### config.mk
export PLATFORM = sky130hd
export DESIGN_NAME = ifx_front_end
export DESIGN_NICKNAME = d
export VERILOG_FILES = /design/src/core/ifx_front_end.v
export VERILOG_INCLUDE_DIRS = /design/src /design/src/common
export SDC_FILE = /design/constraint.sdc
export NUM_CORES = 2
export LEC_CHECK = 0
export ABC_AREA = 1
export BUFFER_PORTS_ARGS = -buffer_cell sky130_fd_sc_hd__buf_2
export CAP_MARGIN = 15
export CELL_PAD_IN_SITES_DETAIL_PLACEMENT = 1
export CELL_PAD_IN_SITES_GLOBAL_PLACEMENT = 1
export CORE_MARGIN = 4
export CORE_UTILIZATION = 46
export CTS_CLUSTER_SIZE = 10
export DETAILED_ROUTE_END_ITERATION = 12
export HOLD_SLACK_MARGIN = 0.06
export PLACE_DENSITY = 0.76
export SETUP_SLACK_MARGIN = 0.05
export SYNTH_ARGS = -nofsm -noshare
export SYNTH_HDL_FRONTEND = slang
export SYNTH_SLANG_ARGS = --single-unit
### constraint.sdc
create_clock -name mclk_in -period 6.2 [get_ports mclk_in]
set_input_delay 0.62 -clock mclk_in [delete_from_list [all_inputs] [get_ports mclk_in]]
set_output_delay 0.62 -clock mclk_in [all_outputs]
set_load 0.01 [all_outputs]
### src/common/ifx_map.vh
// Constants for the instruction fetch, microsequencer and mini translation front end.
// Summary of operation
// - Prefetch queue holds eight bytes, FIFO order.
// - Prefetch reads when four bytes free and bus free.
// - Decode info goes to execution and accelerator.
// - Sequencer computes next microaddress, two exceptions.
// - New macroinstruction selects microroutine entry address.
// - Microaddress driven in clock first half.
// - Fresh microword ready every 200 ns cycle.
// - Sixteen general registers with address adder.
// - Virtual addresses go to mini translation buffer.
// - Five entries: four data, one instruction.
// - Each entry holds tag and page map entry.
// - Page frame number 21 bits, 512-byte pages.
// - Valid hit drives physical address without delay.
// - Miss with backup hit costs 200 ns.
`ifndef IFX_MAP_VH
`define IFX_MAP_VH
`define IFX_CLK_NS 100
`define IFX_CYCLE_NS 200
`define IFX_BTB_DELAY_NS 200
`define IFX_BTB_DELAY_CYC ((`IFX_BTB_DELAY_NS + `IFX_CLK_NS - 1) / `IFX_CLK_NS)
`define IFX_PFQ_DEPTH 8
`define IFX_UWORD_W 40
`define IFX_UADDR_W 14
`define IFX_NREGS 16
`define IFX_NDATA_ENT 4
`define IFX_NENT 5
`define IFX_IENT_IDX 4
`define IFX_PFN_W 21
`define IFX_OFS_W 9
`define IFX_VA_W 32
`define IFX_PA_W 30
`define IFX_VPN_W 23
`define IFX_BTB_ENTRIES 512
`endif

### src/core/ifx_front_end.v
// Instruction prefetch, microsequencer, execution registers and mini translation buffer.
`timescale 1ns/10ps
`default_nettype none
`include "ifx_map.vh"
module ifx_front_end
(
    // Clock and reset
    input wire mclk_in,
    input wire rstn_in,
    // Shared data/address bus read path for prefetch
    input wire bus_busy_in,
    input wire pf_ack_in,
    input wire [31:0] pf_data_in,
    input wire [31:0] pf_addr_in,
    input wire pf_flush_in,
    output wire pf_req_out,
    output reg [31:0] pf_addr_out,
    // Decode information to execution unit and accelerator
    input wire decode_in,
    output reg [7:0] opcode_exec_out,
    output reg [7:0] opcode_fpa_out,
    output reg decode_valid_out,
    // Microword bus
    input wire [`IFX_UWORD_W-1:0] microword_bus_in,
    input wire [`IFX_UADDR_W-1:0] entry_addr_in,
    input wire first_part_done_in,
    input wire [`IFX_UADDR_W-1:0] fpd_addr_in,
    output reg [`IFX_UADDR_W-1:0] microword_bus_addr_out,
    output reg microword_bus_phase_out,
    output reg [`IFX_UWORD_W-1:0] uword_out,
    // Execution unit register write and address generation
    input wire [3:0] wr_sel_in,
    input wire wr_en_in,
    input wire [31:0] wr_data_in,
    input wire [3:0] base_sel_in,
    input wire [31:0] disp_in,
    input wire va_req_in,
    input wire istream_in,
    input wire [1:0] dent_sel_in,
    // Mini translation buffer load from backup buffer
    input wire btb_hit_in,
    input wire [`IFX_PFN_W-1:0] btb_pfn_in,
    // Shared data/address bus physical address out
    output reg [`IFX_PA_W-1:0] shared_data_addr_bus_out,
    output reg pa_valid_out,
    output reg btb_lookup_out,
    output reg [`IFX_VA_W-1:0] btb_va_out
);
    // Prefetch queue storage.
    reg [7:0] pfq_mem [0:`IFX_PFQ_DEPTH-1];
    reg [2:0] pfq_wr_q;
    reg [2:0] pfq_rd_q;
    reg [3:0] pfq_cnt_q;
    reg pf_pend_q;
    reg [31:0] pf_next_q;
    // A word read lands four bytes at once, so a read starts only while four slots are free.
    wire pfq_room = (pfq_cnt_q <= 4'h4);
    wire pfq_pop = decode_in && (pfq_cnt_q != 4'h0);

    // The request is combinational so the bus side sees it in the very cycle the conditions hold.
    assign pf_req_out = rstn_in && pfq_room && !bus_busy_in && !pf_pend_q && !pf_flush_in;

    always @(posedge mclk_in)
    begin
        if (!rstn_in)
        begin
            pfq_wr_q <= 3'h0;
            pfq_rd_q <= 3'h0;
            pfq_cnt_q <= 4'h0;
            pf_pend_q <= 1'b0;
            pf_next_q <= 32'h0;
            pf_addr_out <= 32'h0;
        end
        else if (pf_flush_in)
        begin
            pfq_wr_q <= 3'h0;
            pfq_rd_q <= 3'h0;
            pfq_cnt_q <= 4'h0;
            pf_pend_q <= 1'b0;
            pf_next_q <= pf_addr_in;
            pf_addr_out <= pf_addr_in;
        end
        else
        begin
            if (pf_req_out)
            begin
                pf_pend_q <= 1'b1;
                pf_addr_out <= pf_next_q;
            end
            if (pf_ack_in && pf_pend_q)
            begin
                // Four bytes land at once; the room check kept space for all of them.
                pf_pend_q <= 1'b0;
                pf_next_q <= pf_next_q + 32'h4;
                pfq_wr_q <= pfq_wr_q + 3'h4;
            end
            if (pfq_pop)
                pfq_rd_q <= pfq_rd_q + 3'h1;
            pfq_cnt_q <= pfq_cnt_q + ((pf_ack_in && pf_pend_q) ? 4'h4 : 4'h0) - (pfq_pop ? 4'h1 : 4'h0);
        end
    end

    genvar gi;
    generate
        for (gi = 0; gi < 4; gi = gi + 1)
        begin : g_pfq_wr
            always @(posedge mclk_in)
            begin
                if (pf_ack_in && pf_pend_q && !pf_flush_in)
                    pfq_mem[pfq_wr_q + gi[2:0]] <= pf_data_in[8*gi+7:8*gi];
            end
        end
    endgenerate

    always @(posedge mclk_in)
    begin
        if (!rstn_in)
        begin
            opcode_exec_out <= 8'h0;
            opcode_fpa_out <= 8'h0;
            decode_valid_out <= 1'b0;
        end
        else
        begin
            decode_valid_out <= pfq_pop && !pf_flush_in;
            if (pfq_pop)
            begin
                opcode_exec_out <= pfq_mem[pfq_rd_q];
                opcode_fpa_out <= pfq_mem[pfq_rd_q];
            end
        end
    end

    // Two 100 ns phases make one 200 ns processor cycle; phase 0 is the address half.
    reg [`IFX_UADDR_W-1:0] upc_q;
    reg [`IFX_UADDR_W-1:0] unext_d;
    reg entry_pend_q;

    // First-part-done wins over a new entry so an interrupted instruction resumes where it stopped.
    always @*
    begin
        if (first_part_done_in)
            unext_d = fpd_addr_in;
        else if (decode_valid_out || entry_pend_q)
            unext_d = entry_addr_in;
        else
            unext_d = upc_q + {{(`IFX_UADDR_W-1){1'b0}}, 1'b1};
    end

    always @(posedge mclk_in)
    begin
        if (!rstn_in)
        begin
            microword_bus_phase_out <= 1'b0;
            microword_bus_addr_out <= {`IFX_UADDR_W{1'b0}};
            upc_q <= {`IFX_UADDR_W{1'b0}};
            uword_out <= {`IFX_UWORD_W{1'b0}};
            entry_pend_q <= 1'b0;
        end
        else
        begin
            microword_bus_phase_out <= ~microword_bus_phase_out;
            if (microword_bus_phase_out)
            begin
                // End of the data half: take the word, then present the next address in the first half.
                upc_q <= unext_d;
                microword_bus_addr_out <= unext_d;
                uword_out <= microword_bus_in;
                entry_pend_q <= 1'b0;
            end
            else
            begin
                // A decode that lands mid-cycle is held until the next address edge, else it would be lost.
                entry_pend_q <= entry_pend_q | decode_valid_out;
            end
        end
    end

    // Execution unit general registers and address adder.
    reg [31:0] gpr_q [0:`IFX_NREGS-1];
    generate
        for (gi = 0; gi < `IFX_NREGS; gi = gi + 1)
        begin : g_gpr
            always @(posedge mclk_in)
            begin
                if (!rstn_in)
                    gpr_q[gi] <= 32'h0;
                else if (wr_en_in && wr_sel_in == gi[3:0])
                    gpr_q[gi] <= wr_data_in;
            end
        end
    endgenerate
    wire [31:0] va = gpr_q[base_sel_in] + disp_in;

    // Mini translation buffer: entries 0..3 data, entry 4 instruction.
    reg [`IFX_NENT-1:0] ent_valid_q;
    reg [`IFX_VPN_W-1:0] ent_tag_q [0:`IFX_NENT-1];
    reg [`IFX_PFN_W-1:0] ent_pfn_q [0:`IFX_NENT-1];
    wire [2:0] ent_idx = istream_in ? 3'h4 : {1'b0, dent_sel_in};
    wire [`IFX_VPN_W-1:0] va_vpn = va[`IFX_VA_W-1:`IFX_OFS_W];
    wire mtb_hit = ent_valid_q[ent_idx] && (ent_tag_q[ent_idx] == va_vpn);
    reg [`IFX_VA_W-1:0] miss_va_q;
    reg [2:0] miss_idx_q;
    reg [1:0] miss_cnt_q;
    reg miss_q;
    // The counter preloads one short because the lookup cycle itself is part of the wait.
    localparam integer MISS_WAIT_I = `IFX_BTB_DELAY_CYC - 1;
    localparam [1:0] MISS_WAIT = MISS_WAIT_I[1:0];

    generate
        for (gi = 0; gi < `IFX_NENT; gi = gi + 1)
        begin : g_mtb
            always @(posedge mclk_in)
            begin
                if (!rstn_in)
                begin
                    ent_valid_q[gi] <= 1'b0;
                    ent_tag_q[gi] <= {`IFX_VPN_W{1'b0}};
                    ent_pfn_q[gi] <= {`IFX_PFN_W{1'b0}};
                end
                else if (miss_q && btb_hit_in && miss_idx_q == gi[2:0])
                begin
                    ent_valid_q[gi] <= 1'b1;
                    ent_tag_q[gi] <= miss_va_q[`IFX_VA_W-1:`IFX_OFS_W];
                    ent_pfn_q[gi] <= btb_pfn_in;
                end
            end
        end
    endgenerate

    always @(posedge mclk_in)
    begin
        if (!rstn_in)
        begin
            miss_q <= 1'b0;
            miss_cnt_q <= 2'h0;
            miss_va_q <= 32'h0;
            miss_idx_q <= 3'h0;
            pa_valid_out <= 1'b0;
            shared_data_addr_bus_out <= {`IFX_PA_W{1'b0}};
            btb_lookup_out <= 1'b0;
            btb_va_out <= 32'h0;
        end
        else
        begin
            pa_valid_out <= 1'b0;
            btb_lookup_out <= 1'b0;
            if (miss_q)
            begin
                // The backup buffer answer is held off so a refill costs the full 200 ns.
                if (miss_cnt_q != 2'h0)
                    miss_cnt_q <= miss_cnt_q - 2'h1;
                else if (btb_hit_in)
                begin
                    miss_q <= 1'b0;
                    pa_valid_out <= 1'b1;
                    shared_data_addr_bus_out <= {btb_pfn_in, miss_va_q[`IFX_OFS_W-1:0]};
                end
                else
                    btb_lookup_out <= 1'b1;
            end
            else if (va_req_in && mtb_hit)
            begin
                pa_valid_out <= 1'b1;
                shared_data_addr_bus_out <= {ent_pfn_q[ent_idx], va[`IFX_OFS_W-1:0]};
            end
            else if (va_req_in)
            begin
                miss_q <= 1'b1;
                miss_cnt_q <= MISS_WAIT;
                miss_va_q <= va;
                miss_idx_q <= ent_idx;
                btb_lookup_out <= 1'b1;
                btb_va_out <= va;
            end
        end
    end
endmodule // ifx_front_end
`default_nettype wire

==> metrics.yaml <==
status:
  status: "finished clean"
placed_design:
  place.gp.congestion: 0.882
  port_buffers: 406
  post-dp-hpwl_microns: 103000
  post-place-cells: 6475
worst_setup_path:
  rrSetupSlack_ns: 1.75
  cp-start-kind: "input pin"
  path_class: "in2reg"
  max_stage_delay_ns: 0.45
  required_ns: 6.85
  cp_max_fo: 62
  r2r-end: "shared_data_addr_bus_out[0]"
  reg2reg_depth: 27
  slowest_stage: "inv_6"
  reg2reg_from: "gpr_q[5][13]"
  endpoint_kind: "flop"
  crit_arrival_ns: 5.65
  crit_path_frequent_cell: "nand2_1"
global_route:
  grt_max_degree: 97
  gr-total-overflow: 0
  antenna_found_initial: 13
  grt_pass1_vias: 40629
  grt_pass1_wl_microns: 249000
  track_usage: 0.307
route:
  drcViolationCount: 0
  firstDrtPassIters: 6
  detail_route.wl_per_cell_microns: 24.9
  drt-initial-drc-count: 3777
  ant_nets: 0
  post_drt_via_cell_ratio: 5.86
  drt-total-wl_microns: 167000
  num_vias: 39165
floorplanning:
  design.die.area_sq_um: 106000
  rows: 116
  dieWidth_microns: 326
  ios: 407
  core_area_sq_um: 100000
  die_h_microns: 326
  start_util: 0.464
synthesis:
  yosys_warnings: 0
  synthesis.nets: 5302
  synth_ff_type: "edfxtp_1"
  synth-seq-cells: 1009
  async_flop_share: 0
  synth.avg_cell_area_sq_um: 9.25
  synth-edff-count: 796
  ys_types: 61
  postSynthCellCount: 5024
  netlist_area_sq_um: 46500
  yosysSeqAreaShare: 0.606
sta:
  hold_violations: 0
  max_slew_margin: 0.228
  finalSetupTns_ns: 0
  worst_slew_pin_slew_ns: 1.16
  period_minus_slack_ns: 4.99
  rsz0062_at_grt: "no"
  skew_ns: 0.0246
  maxSlewViolCount: 0
  fin_crit_sh: 0.806
  setup_viol: 0
  fmax_mhz: 200
cts:
  cts_buffers: 115
  cts_tree: "built"
  htree_levels: 3
  cts.sinks: 1009
  insertion_delay_ns: 0.72
  ctsRootBufferMaster: "clkbuf_16"
  cts_buffer_depth: 3
  clk_pin_slew_ns: 0.06
  postCtsHoldBufs: 0
  cts_resized: 0
  cts_setup_buffers: 0
run:
  cap_violations: 0
layout:
  final_cell_count_no_fill: 6687
  drive_above_1_share: 0.130
  syn_to_final_growth_pct: 14.3
  nets: 5572
pwr:
  clock_power_share: 0.384
  leakagePower_uw: 0.0214
  p_switching_uw: 4510
  pwr-share-comb: 0.136
  seqPwrFrac: 0.480
  cellPowerDensity_nw_per_um2: 308
  internal-power_uw: 11900
  ir_drop_uv: 222
  swShare: 0.275
hold_path:
  holdPathStages: 1
  min_path_type: "in2reg"
  hold_path.startpoint: "pf_data_in[0]"
  min_to: "pfq_mem[4][0]"
==> how the worst max path moves through the flow <==
stage                              start  cells past startpoint                     endpoint
after CTS                 base_sel_in[0]                     32  shared_data_addr_bus_out[0]
after floorplan               btb_hit_in                      4              ent_pfn_q[0][0]
after detailed placement  base_sel_in[0]                     32  shared_data_addr_bus_out[0]
after global placement    base_sel_in[0]                     32  shared_data_addr_bus_out[0]
final                     base_sel_in[0]                     32  shared_data_addr_bus_out[0]
after global routing      base_sel_in[0]                     32  shared_data_addr_bus_out[0]
==> cells in the final DEF, fill, tap and decap left out, types with 64 or more instances in the layout <==
cell	synthesis	layout
o21ai_0	381	372
o22ai_1	85	85
clkbuf_16	0	116
a21oi_1	121	120
buf_2	16	402
inv_1	298	296
clkbuf_1	287	64
nand2_1	841	829
nor2_1	1268	1262
edfxtp_1	796	796
nand3_1	224	215
o221ai_1	103	103
dfxtp_1	213	212
buf_4	17	80
==> power groups by stage <==
stage	Sequential, uW	Combinational, uW	Clock (uW)
2_1_floorplan	7980	1300	0
3_3_place_gp	7970	2140	0
3_5_place_dp	7990	2200	0
4_1_cts	7860	2220	6360
5_1_grt	7890	2440	6670
6_report	7860	2230	6290
==> per-layer routing <==
| metal | track usage | part of all wire |
|---|---|---|
| met1 | 0.388 | 0.39 |
| met2 | 0.535 | 0.50 |
| met3 | 0.0447 | 0.070 |
| met4 | 0.114 | 0.038 |
| met5 | 0 | 0 |
==> metrics by stage <==
step	area, sq um	setup WS, ns	hold slack [ns]	utilization	total power [uW]
6_report	53100	1.21	0.0998	0.531	16400
5_1_grt	53100	0.764	0.0884	0.530	17000
4_1_cts	53100	1.30	0.0647	0.530	16400
3_5_place_dp	49700	0.586	0.427	0.496	10200
3_3_place_gp	49700	0.713	0.423	0.496	10100
2_1_floorplan	46500	1.51	0.418	-	9280
==> Yosys cell counts (all sizes together) (6+ instances only) <==
cell,number,area (sq um)
dfxtp,213,4260
a31oi,44,275
inv,306,1150
nand3,225,1130
o22ai,85,532
nor2,1272,4780
xnor2,6,52.6
xor2,33,289
nand2,846,3200
nand3b,36,270
clkbuf,287,1080
o211ai,49,368
ha,38,475
o221ai,103,902
buf,51,324
o2111ai,17,149
a21oi,123,623
nor3,24,125
edfxtp,796,23900
nand4,21,131
a22o,8,70.1
or2,11,68.8
o21ai,387,1940
==> flip-flops by register name, indices dropped and copies added, names as in the netlist, 2 cells and up <==
signal,count
ent_valid_q,5
pfq_mem,64
miss_va_q,32
pfq_rd_q,3
pfq_cnt_q,4
miss_cnt_q,2
miss_idx_q,3
ent_tag_q,115
shared_data_addr_bus_out,30
gpr_q,512
upc_q,14
uword_out,40
pf_addr_out,32
pf_next_q,32
opcode_fpa_out,8
ent_pfn_q,105
==> layout make-up <==
type	count	area, sq um
Clock inverter	10	131
Sequential cell	1009	28200
Fill cell	11435	47000
Tap cell	1298	1620
Inverter	309	1170
Multi-Input combinational cell	3368	16000
Antenna cell	13	32.5
Clock buffer	189	3270
Timing Repair Buffer	491	2780
==> worst max-delay path, delay by kind of cell <==
kind | cells | cell delay [ns]
buffers and inverters | 6 | 1.38
AO/OA/AOI/OAI | 3 | 0.41
AND/OR/NAND/NOR | 21 | 2.60
adder cells (fa/ha/maj) | 2 | 0.62
==> cells by family (layout without fill, tap and decap cells) <==
family / after synthesis / count (layout) / synth area share
compound gates: 842 / 842 / 0.109
xor+xnor: 39 / 39 / 0.00735
fa+ha+maj: 40 / 40 / 0.0111
buf+inv: 647 / 999 / 0.0552
flops: 1009 / 1009 / 0.606
mux: 2 / 2 / 0.000431
other cells: 0 / 13 / 0
simple gates: 2445 / 2445 / 0.210
(Power assumes the default switching activity.)
